===== config.mk =====
export PLATFORM = sky130hd
export DESIGN_NAME = mac_mgmt_poll_reset_regs
export DESIGN_NICKNAME = d
export VERILOG_FILES = /design/src/hw/mac_mgmt_pkg.sv /design/src/hw/mac_mgmt_poll_reset_regs.sv
export VERILOG_INCLUDE_DIRS = /design/src /design/src/hw
export SDC_FILE = /design/constraint.sdc
export NUM_CORES = 1
export LEC_CHECK = 0
export ABC_CLOCK_PERIOD_IN_PS = 7300
export BUFFER_PORTS_ARGS = -buffer_cell sky130_fd_sc_hd__buf_2
export CAP_MARGIN = 20
export CORE_MARGIN = 2
export CORE_UTILIZATION = 53
export CTS_CLUSTER_SIZE = 12
export DETAILED_ROUTE_END_ITERATION = 16
export PLACE_DENSITY = 0.78
export SYNTH_ARGS = -nofsm -noshare
export SYNTH_HDL_FRONTEND = slang
export SYNTH_SLANG_ARGS = --single-unit

===== constraint.sdc =====
create_clock -name pclk -period 7.3 [get_ports pclk]
set_input_delay 0.73 -clock pclk [delete_from_list [all_inputs] [get_ports pclk]]
set_output_delay 0.73 -clock pclk [all_outputs]
set_load 0.05 [all_outputs]

===== src/hw/mac_mgmt_consts.svh =====
// Purpose: Offsets, field masks, reset values and counts of the MAC management register bank
// Assumes: Register indices are multiplied by four to form APB byte addresses
// Notes:   Definitions only
`ifndef MAC_MGMT_CONSTS_SVH
`define MAC_MGMT_CONSTS_SVH

// Register indices (byte address = index * 4)
`define IDX_MGMT_CMD 8'h3b
`define IDX_WDATA_LO 8'h3c
`define IDX_WDATA_HI 8'h3d
`define IDX_REG_SEL 8'h3e
`define IDX_UNIT_SEL 8'h3f
`define IDX_POLL 8'h40
`define IDX_FRESET 8'h41
`define IDX_TLB_LO 8'h42
`define IDX_TLB_HI 8'h43
`define IDX_RDATA 8'h50
`define IDX_STATUS 8'h51

// Writable field masks and reset values
`define MASK_ADDR5 8'h1f
`define MASK_FRESET 8'h3f
`define MASK_TLB_LO 8'he0
`define MASK_TLB_HI 8'h1f
`define MASK_CMD_KEEP 8'h3f
`define RST_FRESET 8'h20
`define RST_BYTE 8'h00

// Bit positions
`define CMD_WRITE_BIT 7
`define CMD_READ_BIT 6
`define FR_GLOBAL 5
`define FR_TX_FUNC 4
`define FR_RX_FUNC 3
`define FR_TX_CTRL 2
`define FR_RX_CTRL 1
`define FR_MGMT 0

// Poll prescaler: one unit is 256 system clocks
`define POLL_UNIT_MAX 8'hff

// Management frame layout
`define FRAME_PREAMBLE 32'hffff_ffff
`define FRAME_START 2'h1
`define FRAME_OP_WR 2'h1
`define FRAME_OP_RD 2'h2
`define FRAME_TA_WR 2'h2
`define FRAME_LAST_BIT 7'h3f
`define FRAME_TA_BIT 7'h2e
`define FRAME_DATA_BIT 7'h30

// Half periods of the management clock per divisor code
`define MDC_HALF_4 4'h2
`define MDC_HALF_6 4'h3
`define MDC_HALF_8 4'h4
`define MDC_HALF_10 4'h5
`define MDC_HALF_14 4'h7
`define MDC_HALF_20 4'ha
`define MDC_HALF_28 4'he

`endif


===== src/hw/mac_mgmt_pkg.sv =====
// Purpose: Types shared by the MAC management register bank
// Assumes: Constants live in mac_mgmt_consts.svh
// Notes:   No imports are used; refer as mac_mgmt_pkg::name
package mac_mgmt_pkg;

  typedef enum logic {
    MG_IDLE,
    MG_RUN
  } mgmt_state_t;

endpackage


===== src/hw/mac_mgmt_poll_reset_regs.sv =====
// Purpose: MAC register bank for PHY management, transmit polling and function resets
// Assumes: APB slave with zero wait states; pclk at 10 MHz
// Notes:   Holds a compact serial management engine for the external PHY
// Operation
// - Two write-data bytes form one 16-bit word
// - Write word is shifted out on management data
// - High byte bit 7 is word bit 15
// - 5-bit unit address selects the PHY
// - 5-bit register address selects PHY register
// - Poll unit is system clock over 256
// - Writing poll period triggers immediate ownership check
// - Recheck every unit times period value
// - Period zero disables polling and new frames
// - Frame in progress completes before stopping
// - Reset bits never clear by themselves
// - Global reset bit holds all functions, resets high
// - Bits 4 and 2 reset transmit paths
// - Bits 3 and 1 reset receive paths
// - Bit 0 resets the management function
// - Lower bound is 16 bits, low bit 0 lsb
// - Write command starts PHY write when idle
// - Read command fetches PHY word when idle
// - Divisor code selects management clock divide ratio
`timescale 1ns/1ps
`include "mac_mgmt_consts.svh"

module mac_mgmt_poll_reset_regs #(
  parameter int ADDR_W = 12
) (
  input wire logic pclk,
  input wire logic presetn,
  input wire logic psel,
  input wire logic penable,
  input wire logic pwrite,
  input wire logic [ADDR_W-1:0] paddr,
  input wire logic [31:0] pwdata,
  output logic [31:0] prdata,
  output logic pready,
  output logic pslverr,
  output logic mdc,
  input wire logic mdio_in,
  output logic mdio_out,
  output logic mdio_oe_n,
  input wire logic tx_frame_active,
  output logic tx_poll_check,
  output logic tx_new_frame_enable,
  output logic tx_stopped,
  output logic [15:0] tx_lower_bound,
  output logic tx_function_reset,
  output logic rx_function_reset,
  output logic tx_control_reset,
  output logic rx_control_reset,
  output logic mgmt_function_reset
);

  logic [7:0] wdata_lo_q, wdata_hi_q, reg_sel_q, unit_sel_q, poll_q, freset_q;
  logic [7:0] tlb_lo_q, tlb_hi_q, cmd_q;
  logic [15:0] rdata_q;
  logic [31:0] prdata_q;
  logic [7:0] idx;
  logic mapped, wr_en, setup;
  logic [15:0] phy_write_data;
  logic start_wr, start_rd, busy;
  mac_mgmt_pkg::mgmt_state_t state_q;
  logic [63:0] shreg_q;
  logic [6:0] bitcnt_q;
  logic is_rd_q, mdc_q, mdc_tick;
  logic [3:0] div_cnt_q, half_d;
  logic [7:0] pre_q, units_q;
  logic unit_tick, poll_wr, poll_q_r;
  logic [8:0] gap_q;

  // Zero wait states keep the master simple; errors flag only unmapped words
  assign idx = paddr[9:2];
  assign setup = psel && !penable;
  assign wr_en = psel && penable && pwrite && mapped;
  assign pready = 1'b1;
  assign pslverr = psel && penable && !mapped;
  assign prdata = prdata_q;

  always_comb begin
    unique case (idx)
      `IDX_MGMT_CMD, `IDX_WDATA_LO, `IDX_WDATA_HI, `IDX_REG_SEL, `IDX_UNIT_SEL,
      `IDX_POLL, `IDX_FRESET, `IDX_TLB_LO, `IDX_TLB_HI, `IDX_RDATA,
      `IDX_STATUS: mapped = (paddr[1:0] == 2'h0) && (paddr[ADDR_W-1:10] == '0);
      default: mapped = 1'b0;
    endcase
  end

  // Read data is latched in the setup phase so it comes from a flip-flop
  always_ff @(posedge pclk or negedge presetn) begin
    if (!presetn) begin
      prdata_q <= 32'h0000_0000;
    end else if (setup && !pwrite) begin
      prdata_q <= 32'h0000_0000;
      unique case (idx)
        `IDX_MGMT_CMD: prdata_q[7:0] <= cmd_q & `MASK_CMD_KEEP;
        `IDX_WDATA_LO: prdata_q[7:0] <= wdata_lo_q;
        `IDX_WDATA_HI: prdata_q[7:0] <= wdata_hi_q;
        `IDX_REG_SEL: prdata_q[7:0] <= reg_sel_q & `MASK_ADDR5;
        `IDX_UNIT_SEL: prdata_q[7:0] <= unit_sel_q & `MASK_ADDR5;
        `IDX_POLL: prdata_q[7:0] <= poll_q;
        `IDX_FRESET: prdata_q[7:0] <= freset_q & `MASK_FRESET;
        `IDX_TLB_LO: prdata_q[7:0] <= tlb_lo_q & `MASK_TLB_LO;
        `IDX_TLB_HI: prdata_q[7:0] <= tlb_hi_q & `MASK_TLB_HI;
        `IDX_RDATA: prdata_q[15:0] <= rdata_q;
        `IDX_STATUS: prdata_q[1:0] <= {tx_new_frame_enable, busy};
        default: prdata_q <= 32'h0000_0000;
      endcase
    end
  end

  // Plain data and address registers; reserved bits are never stored
  always_ff @(posedge pclk or negedge presetn) begin
    if (!presetn) begin
      wdata_lo_q <= `RST_BYTE;
      wdata_hi_q <= `RST_BYTE;
      reg_sel_q <= `RST_BYTE;
      unit_sel_q <= `RST_BYTE;
      tlb_lo_q <= `RST_BYTE;
      tlb_hi_q <= `RST_BYTE;
    end else if (wr_en) begin
      if (idx == `IDX_WDATA_LO) wdata_lo_q <= pwdata[7:0];
      if (idx == `IDX_WDATA_HI) wdata_hi_q <= pwdata[7:0];
      if (idx == `IDX_REG_SEL) reg_sel_q <= pwdata[7:0] & `MASK_ADDR5;
      if (idx == `IDX_UNIT_SEL) unit_sel_q <= pwdata[7:0] & `MASK_ADDR5;
      if (idx == `IDX_TLB_LO) tlb_lo_q <= pwdata[7:0] & `MASK_TLB_LO;
      if (idx == `IDX_TLB_HI) tlb_hi_q <= pwdata[7:0] & `MASK_TLB_HI;
    end
  end

  assign phy_write_data = {wdata_hi_q, wdata_lo_q};
  assign tx_lower_bound = {tlb_hi_q, tlb_lo_q};

  // Reset bits change only on software writes; the global bit comes up set
  always_ff @(posedge pclk or negedge presetn) begin
    if (!presetn) begin
      freset_q <= `RST_FRESET;
    end else if (wr_en && idx == `IDX_FRESET) begin
      freset_q <= pwdata[7:0] & `MASK_FRESET;
    end
  end

  assign tx_function_reset = freset_q[`FR_GLOBAL] | freset_q[`FR_TX_FUNC];
  assign tx_control_reset = freset_q[`FR_GLOBAL] | freset_q[`FR_TX_CTRL];
  assign rx_function_reset = freset_q[`FR_GLOBAL] | freset_q[`FR_RX_FUNC];
  assign rx_control_reset = freset_q[`FR_GLOBAL] | freset_q[`FR_RX_CTRL];
  assign mgmt_function_reset = freset_q[`FR_GLOBAL] | freset_q[`FR_MGMT];

  // Command bits self-clear, so every write of a one is a fresh rising edge
  assign busy = (state_q == mac_mgmt_pkg::MG_RUN);
  assign start_wr = wr_en && idx == `IDX_MGMT_CMD && pwdata[`CMD_WRITE_BIT]
                    && !busy && !mgmt_function_reset;
  assign start_rd = wr_en && idx == `IDX_MGMT_CMD && pwdata[`CMD_READ_BIT]
                    && !pwdata[`CMD_WRITE_BIT] && !busy && !mgmt_function_reset;

  always_ff @(posedge pclk or negedge presetn) begin
    if (!presetn) begin
      cmd_q <= `RST_BYTE;
    end else if (wr_en && idx == `IDX_MGMT_CMD) begin
      cmd_q <= pwdata[7:0] & `MASK_CMD_KEEP;
    end
  end

  // Divisor code to half period of the management clock
  always_comb begin
    unique case (cmd_q[2:0])
      3'h0, 3'h1: half_d = `MDC_HALF_4;
      3'h2: half_d = `MDC_HALF_6;
      3'h3: half_d = `MDC_HALF_8;
      3'h4: half_d = `MDC_HALF_10;
      3'h5: half_d = `MDC_HALF_14;
      3'h6: half_d = `MDC_HALF_20;
      default: half_d = `MDC_HALF_28;
    endcase
  end

  assign mdc_tick = busy && (div_cnt_q == half_d - 4'h1);

  // Clock divider runs only during a frame so each frame starts with a full low phase
  always_ff @(posedge pclk or negedge presetn) begin
    if (!presetn) begin
      div_cnt_q <= 4'h0;
      mdc_q <= 1'b0;
    end else if (!busy || mgmt_function_reset) begin
      div_cnt_q <= 4'h0;
      mdc_q <= 1'b0;
    end else if (mdc_tick) begin
      div_cnt_q <= 4'h0;
      mdc_q <= !mdc_q;
    end else begin
      div_cnt_q <= div_cnt_q + 4'h1;
    end
  end

  // Frame engine: shift on the falling edge, sample read data on the rising edge
  always_ff @(posedge pclk or negedge presetn) begin
    if (!presetn) begin
      state_q <= mac_mgmt_pkg::MG_IDLE;
      shreg_q <= 64'h0;
      bitcnt_q <= 7'h0;
      is_rd_q <= 1'b0;
    end else if (mgmt_function_reset) begin
      state_q <= mac_mgmt_pkg::MG_IDLE;
      bitcnt_q <= 7'h0;
    end else if (start_wr || start_rd) begin
      state_q <= mac_mgmt_pkg::MG_RUN;
      shreg_q <= {`FRAME_PREAMBLE, `FRAME_START,
                  start_wr ? `FRAME_OP_WR : `FRAME_OP_RD,
                  unit_sel_q[4:0], reg_sel_q[4:0], `FRAME_TA_WR,
                  phy_write_data};
      bitcnt_q <= 7'h0;
      is_rd_q <= start_rd;
    end else if (mdc_tick && mdc_q) begin
      if (bitcnt_q == `FRAME_LAST_BIT) begin
        state_q <= mac_mgmt_pkg::MG_IDLE;
      end
      bitcnt_q <= bitcnt_q + 7'h1;
      shreg_q <= {shreg_q[62:0], 1'b0};
    end
  end

  // Read word is assembled msb first during the last sixteen clocks
  always_ff @(posedge pclk or negedge presetn) begin
    if (!presetn) begin
      rdata_q <= 16'h0000;
    end else if (busy && is_rd_q && mdc_tick && !mdc_q && bitcnt_q >= `FRAME_DATA_BIT) begin
      rdata_q <= {rdata_q[14:0], mdio_in};
    end
  end

  // Release the data pin from turnaround onward in a read
  always_ff @(posedge pclk or negedge presetn) begin
    if (!presetn) begin
      mdio_out <= 1'b0;
      mdio_oe_n <= 1'b1;
      mdc <= 1'b0;
    end else begin
      mdc <= mdc_q;
      mdio_out <= busy && shreg_q[63];
      mdio_oe_n <= !busy || (is_rd_q && bitcnt_q >= `FRAME_TA_BIT);
    end
  end

  // Poll period register
  assign poll_wr = wr_en && idx == `IDX_POLL;

  always_ff @(posedge pclk or negedge presetn) begin
    if (!presetn) begin
      poll_q <= `RST_BYTE;
    end else if (poll_wr) begin
      poll_q <= pwdata[7:0];
    end
  end

  assign unit_tick = (pre_q == `POLL_UNIT_MAX);

  // Prescaler restarts on every period write so the interval starts fresh
  always_ff @(posedge pclk or negedge presetn) begin
    if (!presetn) begin
      pre_q <= 8'h00;
    end else if (poll_wr || poll_q == 8'h00) begin
      pre_q <= 8'h00;
    end else begin
      pre_q <= pre_q + 8'h01;
    end
  end

  // Interval counter and check pulse; a zero period silences both
  always_ff @(posedge pclk or negedge presetn) begin
    if (!presetn) begin
      units_q <= 8'h00;
      tx_poll_check <= 1'b0;
    end else if (poll_wr) begin
      units_q <= pwdata[7:0];
      tx_poll_check <= (pwdata[7:0] != 8'h00) && !tx_function_reset;
    end else if (poll_q != 8'h00 && unit_tick) begin
      if (units_q <= 8'h01) begin
        units_q <= poll_q;
        tx_poll_check <= !tx_function_reset;
      end else begin
        units_q <= units_q - 8'h01;
        tx_poll_check <= 1'b0;
      end
    end else begin
      tx_poll_check <= 1'b0;
    end
  end

  // A running frame is never cut; the transmitter only blocks new starts
  assign tx_new_frame_enable = (poll_q != 8'h00);
  assign tx_stopped = !tx_new_frame_enable && !tx_frame_active;

  // Cycles since the last unit tick, for checking the prescaler
  always_ff @(posedge pclk or negedge presetn) begin
    if (!presetn) begin
      gap_q <= 9'h000;
      poll_q_r <= 1'b0;
    end else begin
      gap_q <= (unit_tick || poll_wr) ? 9'h000 : gap_q + 9'h001;
      poll_q_r <= poll_wr;
    end
  end

  property p_unit;
    @(posedge pclk) disable iff (!presetn)
    unit_tick && !poll_q_r |-> gap_q == 9'h0ff;
  endproperty
  a_unit: assert property (p_unit) else $error("poll unit not 256 clocks");

  property p_write_check;
    @(posedge pclk) disable iff (!presetn)
    poll_wr && pwdata[7:0] != 8'h00 && !tx_function_reset |=> tx_poll_check;
  endproperty
  a_write_check: assert property (p_write_check) else $error("no check after write");

  property p_zero_off;
    @(posedge pclk) disable iff (!presetn)
    poll_q == 8'h00 && !poll_wr |=> !tx_poll_check && !tx_new_frame_enable;
  endproperty
  a_zero_off: assert property (p_zero_off) else $error("polling active at zero");

  property p_frame_finish;
    @(posedge pclk) disable iff (!presetn)
    tx_frame_active |-> !tx_stopped;
  endproperty
  a_frame_finish: assert property (p_frame_finish) else $error("stopped mid frame");

  property p_no_self_clear;
    @(posedge pclk) disable iff (!presetn)
    !(wr_en && idx == `IDX_FRESET) |=> $stable(freset_q);
  endproperty
  a_no_self_clear: assert property (p_no_self_clear) else $error("reset bits moved");

  property p_global;
    @(posedge pclk) disable iff (!presetn)
    freset_q[`FR_GLOBAL] |-> tx_function_reset && rx_function_reset && tx_control_reset
                             && rx_control_reset && mgmt_function_reset;
  endproperty
  a_global: assert property (p_global) else $error("global reset not applied");

  property p_mgmt_reset;
    @(posedge pclk) disable iff (!presetn)
    mgmt_function_reset |=> !busy ##1 mdio_oe_n;
  endproperty
  a_mgmt_reset: assert property (p_mgmt_reset) else $error("engine ran in reset");

  property p_write_frame;
    @(posedge pclk) disable iff (!presetn)
    start_wr |=> busy && shreg_q[15:0] == $past(phy_write_data)
                 && shreg_q[27:18] == $past({unit_sel_q[4:0], reg_sel_q[4:0]});
  endproperty
  a_write_frame: assert property (p_write_frame) else $error("write frame wrong");

  property p_read_release;
    @(posedge pclk) disable iff (!presetn)
    busy && is_rd_q && bitcnt_q >= `FRAME_TA_BIT |=> mdio_oe_n;
  endproperty
  a_read_release: assert property (p_read_release) else $error("pin driven in read");

  property p_mdc_div;
    @(posedge pclk) disable iff (!presetn)
    busy && cmd_q[2:0] == 3'h0 && $rose(mdc_q) && !mgmt_function_reset
      |-> ##2 (!mdc_q || !busy);
  endproperty
  a_mdc_div: assert property (p_mdc_div) else $error("divide by four wrong");

endmodule


# After elaboration in Yosys (flattened, before gate mapping)
# Cells that the tools add are included.
[totals]
register_bits = 184
input_bits = 51
output_inout_bits = 61
[op_classes]
addsub = 5
order_cmp = 3
eq_ne = 20
n_mux = 26
bitwise = 6
reduce_logical = 64
[ops]
columns = ["op", "count"]
rows = [
  ["two-way mux 64 bit", 2],
  ["case mux 6 bit (10 select lines)", 1],
  ["== test 8 x 7 -> 1 bit, second input constant", 6],
  ["== test 8 x 6 -> 1 bit, second input constant", 5],
  ["two-way mux 8 bit", 5],
  ["logical AND 1 bit", 28],
  ["case mux 4 bit (6 select lines)", 1],
  ["two-way mux 7 bit", 3],
  ["case mux 2 bit (10 select lines)", 1],
  ["AND reduction 2 bit", 9],
  ["nonzero test 8 bit", 2],
  ["greater-or-equal comparator 7 x 6 -> 1 bit, second input constant", 2],
  ["OR reduction 11 bit", 1],
  ["zero test 1 bit", 10],
  ["two-way mux 1 bit", 10],
  ["== test 3 bit, second input constant", 3],
  ["adder 8 x 1 -> 8 bit, second input constant", 1],
  ["== test 8 bit, second input constant", 1],
  ["<= comparator 8 x 1 -> 1 bit, second input constant", 1],
  ["zero test 8 bit", 1],
  ["two-way mux 4 bit", 2],
  ["subtractor 8 x 1 -> 8 bit, second input constant", 1],
  ["adder 7 x 1 -> 7 bit, second input constant", 1],
  ["== test 7 x 6 -> 1 bit, second input constant", 1],
  ["other kinds (14)", 26],
]

# Longest topological paths before layout
# Gate-level depths: netlist (run 1).
[logic_depth]
ltp_word = 12
ltp_mapped = 11
ltp_nobuf = 8

# Worst setup path after synthesis (run 1)
# Ideal clock, no wire load.
[synth_timing]
path_type = "input to output"
startpoint = "input port paddr[3]"
endpoint = "output port pslverr"
arrival_ns = 2.225
t_required_ns = 6.570
path_slack_ns = 4.345
cell_stages = 6
cell_sequence = "clkbuf_1 -> buf_2 -> clkbuf_1 -> a211oi_1 -> o21ai_0 -> and3_1"
[synth_via]
elab_chain_cells = 5
word_cells_on_any_way = 15
[synth_rtl]
columns = ["item", "line_no", "source"]
rows = [
  ["start: declaration", "mac_mgmt_poll_reset_regs.sv:35", "input wire logic [ADDR_W-1:0] paddr,"],
  ["== test 8 x 6 -> 1 bit / == test 8 x 7 -> 1 bit (equally long branches)", "mac_mgmt_poll_reset_regs.sv:82", "unique case (idx)"],
  ["OR reduction 11 bit *", "mac_mgmt_poll_reset_regs.sv:82", ""],
  ["two-way mux 1 bit *", "mac_mgmt_poll_reset_regs.sv:82", ""],
  ["zero test 1 bit *", "mac_mgmt_poll_reset_regs.sv:78", "assign pslverr = psel && penable && !mapped;"],
  ["logical AND 1 bit *", "mac_mgmt_poll_reset_regs.sv:78", ""],
  ["end: declaration", "mac_mgmt_poll_reset_regs.sv:39", "output logic pslverr,"],
]
# Every way passes the cells marked *; elsewhere a longest branch is shown, timed or not.

# Worst setup path in the final report (run 1)
[layout_timing]
startpoint = "register cmd_q[1]"
endpoint = "register shreg_q[19]"
[layout_via]
elab_chain_cells = 9
word_cells_on_any_way = 15
[layout_rtl]
columns = ["item", "line_no", "source"]
rows = [
  ["start: declaration", "mac_mgmt_poll_reset_regs.sv:57", "logic [7:0] tlb_lo_q, tlb_hi_q, cmd_q;"],
  ["start signal: assignment", "mac_mgmt_poll_reset_regs.sv:159", "cmd_q <= `RST_BYTE;"],
  ["start signal: assignment", "mac_mgmt_poll_reset_regs.sv:161", "cmd_q <= pwdata[7:0] & `MASK_CMD_KEEP;"],
  ["== test 3 x 1 -> 1 bit / zero test 3 bit (equally long branches)", "mac_mgmt_poll_reset_regs.sv:167", "unique case (cmd_q[2:0])"],
  ["OR reduction 2 bit", "mac_mgmt_poll_reset_regs.sv:167", ""],
  ["case mux 4 bit (6 select lines) *", "mac_mgmt_poll_reset_regs.sv:167", ""],
  ["subtractor 4 x 1 -> 4 bit *", "mac_mgmt_poll_reset_regs.sv:178", "assign mdc_tick = busy && (div_cnt_q == half_d - 4'h1);"],
  ["== test 4 bit *", "mac_mgmt_poll_reset_regs.sv:178", ""],
  ["logical AND 1 bit *", "mac_mgmt_poll_reset_regs.sv:178", ""],
  ["logical AND 1 bit *", "mac_mgmt_poll_reset_regs.sv:214", "end else if (mdc_tick && mdc_q) begin"],
  ["nonzero test 2 bit (no source line) *", "--", ""],
  ["AND reduction 2 bit (no source line) *", "--", ""],
  ["end signal: assignment", "mac_mgmt_poll_reset_regs.sv:208", "shreg_q <= {`FRAME_PREAMBLE, `FRAME_START,"],
  ["end signal: assignment", "mac_mgmt_poll_reset_regs.sv:219", "shreg_q <= {shreg_q[62:0], 1'b0};"],
  ["end: declaration", "mac_mgmt_poll_reset_regs.sv:65", "logic [63:0] shreg_q;"],
]
# Marks and branches as above.
# A chain may end at the register's enable or synchronous reset.

==> metrics.cfg, run 1 <==
[floorplanning]
rows=47
die_width_microns=133
die_h_microns=133
num_io_pins=112
die-area_sq_um=17800
start_util_pct=53.9
coreArea_sq_um=16500

[power_and_ir_drop]
p_leak_nw=4.65
ir_worst_vdd_uv=172
powerDensity_nw_per_um2=294

[timing]
fin_crit_ns=3.54
fin_setup_tns_ns=0
fin_crit_sh_pct=48.5
tightest_slew_ns=1.07
rsz0062_at_grt=false
clock_skew_ns=0.00675
drv_slew=0
relSlewSlack_pct=28.5
fmax_mhz=283
hold_viol=0
finalSetupViolCount=0

[clock_tree]
post_cts.repair.setup_buffers=0
cts_tree=done
htree_levels=4
clock_latency_ns=0.44
numCtsBuffers=17
post_cts_resize_count=0
clock-sinks=184
cts_hold_buffers=0
cts.path.max_buffers=2
cts-root-buf=clkbuf_16
clk_pin_slew_ns=0.07

[route]
post_drt_wl_per_cell_microns=17.9
ant_nets=0
dr_total_vias=6163
dr.pass1.iters=5
viasPerCell=5.84
drt-initial-drc-count=663
drt-total-wl_microns=18800
drc=0

[setup_path]
path_class=flop to flop
crit_path_end_kind=flop
path_max_fanout=64
arrival_ns=3.86
required_ns=7.62
cp-start-kind=flop

[yosys]
synth_edf_count=0
yosysSeqAreaShare_pct=51.9
syn_area_sq_um=8870
synth-seq-cells=184
synth_cells=776
syn_avg_cell_area_sq_um=11.4
ys.flop_type=dfrtp_1
yosysUniqueCellTypes=76
ys_warn_count=0
async_reset_ff_share_pct=100

[place]
hpwl_microns=12600
post_dp_cell_area_sq_um=9190
place_congestion=0.912
io_buffers=62

[job]
maxCapViolCount=0

[final_layout]
finalNetCount=880
layout-drive-gt1-share_pct=28.1
design_area_sq_um=9830
fillers=1373
post-route-util_pct=59.7
area_delta_synth_final_pct=10.8
antenna_cells=0

[status]
status=complete, no violations

[global_route]
grt.total_usage_pct=22.0
met2_usage_pct=33.4
antenna_found_initial=0
busiest_layer=met2
met1_usage_pct=31.5
gr-total-overflow=0
grt_pass1_wl_microns=30700
grt.met3_usage_pct=4.41
grt_max_degree=69
grt_pass1_vias=5845

[hold_path]
min_path_type=primary input to asynchronous set/reset pin

[worst paths after layout]
path / from / end / slack, ns / depth (start not counted)
worst max-delay path: cmd_q[1] / shreg_q[19] / 3.76 / 9
worst min-delay path: presetn / shreg_q[50] / 0.28 / 1
worst max register to register: cmd_q[1] / shreg_q[19] / 3.76 / 9
worst min register to register: prdata[13] / prdata[13] / 0.46 / 2
min in group pclk: prdata[13] / prdata[13] / 0.46 / 2
max in group asynchronous: presetn / units_q[6] / 5.76 / 2
[state kept, by name, summed over array words and instances (netlist names)]
register / flops
wdata_lo_q: 8
bitcnt_q: 7
wdata_hi_q: 8
mdc: 1
mdc_q: 1
tx_poll_check: 1
shreg_q: 64
cmd_q: 6
is_rd_q: 1
poll_q: 8
prdata: 16
rdata_q: 16
units_q: 8
div_cnt_q: 4
unit_sel_q: 5
pre_q: 8
tlb_hi_q: 5
busy: 1
tlb_lo_q: 3
mdio_oe_n: 1
reg_sel_q: 5
freset_q: 6
mdio_out: 1
[area by class of cell]
cell class                 count  area [sq um]  share of cell area [%]
timing repair buffer          69           364                    3.70
inverter                      18          67.6                   0.687
sequential                   184          4610                    46.9
clock buffer                  18           429                    4.37
multi-input combinational    532          3900                    39.7
clock inverter                14           189                    1.92
tap                          220           275                    2.80
[worst max-delay path, cell delays in order (launching register included)]
cell and delay, ns:
dfrtp_1 0.50, or3b_4 0.44, and2_1 0.17, ha_1 0.30
xor2_1 0.17, o211a_1 0.23, o2111ai_2 0.38, a21oi_4 0.22
buf_4 0.59, mux2_2 0.41
[Yosys cell counts, drive strengths merged, types with 3 or more instances]
cell,count,share of area (%)
nor2,29,1.3
nand2,93,4.0
nand4,3,0.21
or2,8,0.56
nand3,28,1.6
and2,5,0.35
a32oi,3,0.30
inv,18,0.76
o21a,4,0.34
o21ai,28,1.6
xnor2,6,0.59
dfrtp,182,51
ha,7,0.99
and3,9,0.63
mux2i,17,1.9
a22o,4,0.39
buf,48,3.7
mux2,107,14
clkbuf,17,0.72
o22ai,5,0.35
a31oi,6,0.42
a21oi,15,1.0
o22a,34,3.4
nor3,9,0.76
xor2,8,0.79
o31ai,3,0.25
o211ai,5,0.48
a211oi,4,0.34
nor4,10,0.78
or3,6,0.42
nor2b,9,0.63
mux4,3,0.76
nand2b,4,0.28
[cell families after synthesis]
kind of cell | count (synthesis) | synth area share [%]
fa+ha+maj | 7 | 0.987
compound gates | 134 | 11.3
other cells | 2 | 0.0846
simple gates | 225 | 13.0
mux | 127 | 16.3
buf+inv | 83 | 5.15
xor+xnor | 14 | 1.38
flops | 184 | 51.9
[cells in the final DEF (no fill, tap or decap), types with 5 or more instances in the layout]
master     synthesis  layout
nor3_1             7       7
nor4_1             9       9
clkbuf_16          0      17
buf_2             14      63
nand3_1           28      28
or3_1              6       6
mux2i_1           17      17
nand2_1           91      91
ha_1               7       7
a31oi_1            6       6
o22a_1            34      34
nor2b_1            9       9
o21ai_0           27      27
xnor2_1            6       6
a21oi_1           13      13
conb_1             2      25
xor2_1             8       8
mux2_2           107     107
inv_1             18      18
and3_1             9       9
o22ai_1            5       5
nor2_1            28      28
dfrtp_1          182     182
or2_2              8       8
[per-layer routing]
layer	vias to the layer above	wire length, microns	share of wire, %
li1	2837	-	-
met1	3032	8550	45
met2	255	8580	46
met3	39	1260	6.7
met4	0	455	2.4
met5	-	0	0
[power by group]
part	leakage, nW	switching [mW]	total, mW	internal, mW
sequential	2.35	0.107	1.29	1.18
clock	0.296	0.413	0.962	0.549
combinational	2.00	0.356	0.636	0.280
total	4.65	0.876	2.89	2.01
[per-stage QoR]
step	power, mW	std cells	hold WS (ns)	setup slack [ns]
2_1_floorplan	1.83	799	0.434	4.35
3_3_place_gp	1.92	1020	0.444	3.77
3_5_place_dp	1.95	1020	0.451	3.72
4_1_cts	2.91	1052	0.302	3.75
5_1_grt	3.04	1055	0.332	3.52
6_report	2.89	1055	0.279	3.76
No activity file was read; power rests on OpenSTA's default activity.
==> run 2: changes to the inputs <==
--- a/config.mk
+++ b/config.mk
@@ -6,14 +6,15 @@
 export SDC_FILE = /design/constraint.sdc
 export NUM_CORES = 1
 export LEC_CHECK = 0
-export ABC_CLOCK_PERIOD_IN_PS = 7300
+export ABC_AREA = 1
+export ABC_CLOCK_PERIOD_IN_PS = 3100
 export BUFFER_PORTS_ARGS = -buffer_cell sky130_fd_sc_hd__buf_2
 export CAP_MARGIN = 20
 export CORE_MARGIN = 2
 export CORE_UTILIZATION = 53
 export CTS_CLUSTER_SIZE = 12
 export DETAILED_ROUTE_END_ITERATION = 16
-export PLACE_DENSITY = 0.78
+export PLACE_DENSITY = 0.81
 export SYNTH_ARGS = -nofsm -noshare
 export SYNTH_HDL_FRONTEND = slang
 export SYNTH_SLANG_ARGS = --single-unit
==> constraint.sdc (replaced) <==
create_clock -name pclk -period 3.1 [get_ports pclk]
set_input_delay 0.31 -clock pclk [delete_from_list [all_inputs] [get_ports pclk]]
set_output_delay 0.31 -clock pclk [all_outputs]
set_load 0.05 [all_outputs]
==> run 2 against run 1 <==
Critical path type unchanged. Final area rose by 4.7%. Clock power rose by 120%. Largest cell class unchanged. Power rose by 66%.
==> metrics.cfg, run 2 <==
[status]
status=complete, no violations

[global_route]
grt_pass1_wl_microns=33700
gr-total-overflow=0
grt.total_usage_pct=23.1
antenna_found_initial=0
grt_pass1_vias=7011
grt_max_degree=83

[final_layout]
largest_reg_flops=64
antenna_cells=0
area_delta_synth_final_pct=11.8
final_cell_mix=nand2_1, dfrtp_1, inv_1
post-route-util_pct=60.1
layout-drive-gt1-share_pct=11.8
layout_commonest_cell=nand2_1
instances_no_fill=1459
multi_input_area_sq_um=3800
finalNetCount=1279
regArea_sq_um=4610
fillers=1471
top_register=shreg_q

[route]
viasPerCell=5.23
dr.pass1.iters=6
dr_total_vias=7630
drt-total-wl_microns=20700
drt-initial-drc-count=715
ant_nets=0
drc=0
post_drt_wl_per_cell_microns=14.2

[power_and_ir_drop]
power_mw=4.78
p_int_mw=3.59
p_comb_share_pct=4.5
pwr-share-seq_pct=50.4
p_sw_share_pct=25.0
power_frac_clock_pct=45.0
p_leak_nw=5.60
ir_worst_vdd_uv=410
powerDensity_nw_per_um2=464
p_switching_mw=1.19

[yosys]
yosysUniqueCellTypes=47
async_reset_ff_share_pct=100
netlist.area_leader.share_pct=49.5
yosysTopAreaCell=dfrtp_1
synth-seq-cells=184
synth_edf_count=0
synthTopCellsByArea=dfrtp_1, nand2_1, inv_1
syn_area_sq_um=9210
ys.flop_type=dfrtp_1
synth_commonest_cells=nand2_1, dfrtp_1, inv_1, o21ai_0, nand3_1
syn_avg_cell_area_sq_um=7.90
ys_warn_count=0
synth_cells=1165
yosysMostFrequentCell=nand2_1
yosysSeqAreaShare_pct=50.0

[timing]
fin_setup_tns_ns=0
rsz0062_at_grt=false
worst_hold_slack_ns=0.124
fin_crit_sh_pct=89.0
clock_skew_ns=0.0118
drv_slew=0
hold_viol=0
finalSetupViolCount=0
tightest_slew_ns=0.759
fin_crit_ns=2.76
fmax_mhz=362
relSlewSlack_pct=49.4

[clock_tree]
clock-sinks=184
clock_latency_ns=0.44
htree_levels=4
cts-root-buf=clkbuf_16
clk_pin_slew_ns=0.07
cts_tree=done
cts.path.max_buffers=2
numCtsBuffers=17

[setup_path]
path_class=flop to flop
arrival_ns=3.09
ff2ff_path_depth=15
ff2ff_setup_slack_ns=0.34
r2r-end=shreg_q[28]
path_max_fanout=32
r2r_start=cmd_q[1]
crit_top_cell=nand2_1
cp-start-kind=flop
crit_path_end_kind=flop
cp_slowest_cell=dfrtp_1
cp_cell_sequence=inv_1 > nand2_1 > nand2_1 > inv_1 > ha_1 > a21oi_1 > o21ai_0 > nor2_1 > nand3_1 > nor2_2 > inv_1 > nand2_4 > nand2_4 > nand2_1 > nand2_1
required_ns=3.43
critPathMaxStageDelay_ns=0.40

[floorplanning]
die-area_sq_um=18400
start_util_pct=53.8
coreArea_sq_um=17100
num_io_pins=112
die_width_microns=136
die_h_microns=136
rows=48

[place]
dp_cells=1425
hpwl_microns=14000
place_congestion=0.915
io_buffers=62

[hold_path]
min_path_type=primary input to flop
hold_depth=3
hold_start=mdio_in
hold_path_end=rdata_q[0]

[job]
maxCapViolCount=0

-- run 2: worst max path at each step --
| stage | to | slack [ns] | start |
|---|---|---|---|
| after floorplan | shreg_q[5] | 0.77 | cmd_q[1] |
| after global placement | shreg_q[13] | 0.16 | cmd_q[1] |
| after detailed placement | shreg_q[49] | 0.11 | cmd_q[1] |
| after CTS | shreg_q[49] | 0.10 | cmd_q[1] |
| after global routing | bitcnt_q[5] | 0.05 | cmd_q[1] |
| final | shreg_q[28] | 0.34 | cmd_q[1] |
-- run 2: power groups by stage --
stage	logic [mW]	clock network (mW)	registers (mW)
after floorplan	0.134	0	2.47
after global placement	0.213	0	2.46
after detailed placement	0.215	0	2.46
after CTS	0.217	2.18	2.41
after global routing	0.234	2.28	2.41
final	0.215	2.15	2.41
-- run 2: kinds of logic (layout without fill, tap and decap cells) --
kind of cell | Yosys count | count (layout) | synth area share, %
xor+xnor | 14 | 14 | 1.33
fa+ha+maj | 7 | 7 | 0.951
compound gates | 162 | 162 | 10.8
simple gates | 580 | 581 | 26.2
mux | 5 | 5 | 0.598
buf+inv | 211 | 256 | 9.95
flops | 184 | 184 | 50.0
other cells | 2 | 25 | 0.0816
-- run 2: layer usage --
layer / wire (microns) / share of wire [%] / track usage, % / vias up
li1: - / - / - / 3766
met1: 9170 / 44 / 31.9 / 3579
met2: 9840 / 48 / 36.6 / 242
met3: 1130 / 5.5 / 4.04 / 43
met4: 510 / 2.5 / 8.74 / 0
met5: 0 / 0 / 0 / -
-- run 2: cell type report --
cell class              count  share of cell area [%]
flip-flops and latches    184                    44.8
multi-input cells         794                    36.9
inverters                 141                    5.14
repair buffers             83                    4.79
clock buffers              18                    4.17
well taps                 225                    2.74
clock inverters            14                    1.47
-- run 2: per-stage QoR --
stage               instance area (sq um)  setup WS [ns]
floorplan                            9290          0.768
global placement                     9680          0.157
detailed placement                   9680          0.109
CTS                                 10300          0.101
global route                        10300         0.0548
finish                              10300          0.340
-- run 2: worst max-delay path, delay by kind of cell, from the launching register on --
kind | cells | cell delay, ns
fa+ha+maj | 1 | 0.29
compound gates | 2 | 0.19
flops | 1 | 0.40
simple gates | 9 | 1.40
buf+inv | 3 | 0.35
-- run 2: timing repair --
action,in CTS,in global routing
hold buffers,1,0
hold endpoints to repair,77,0
setup buffers,0,0
gates resized for setup,0,3
endpoints found under the setup margin,0,67
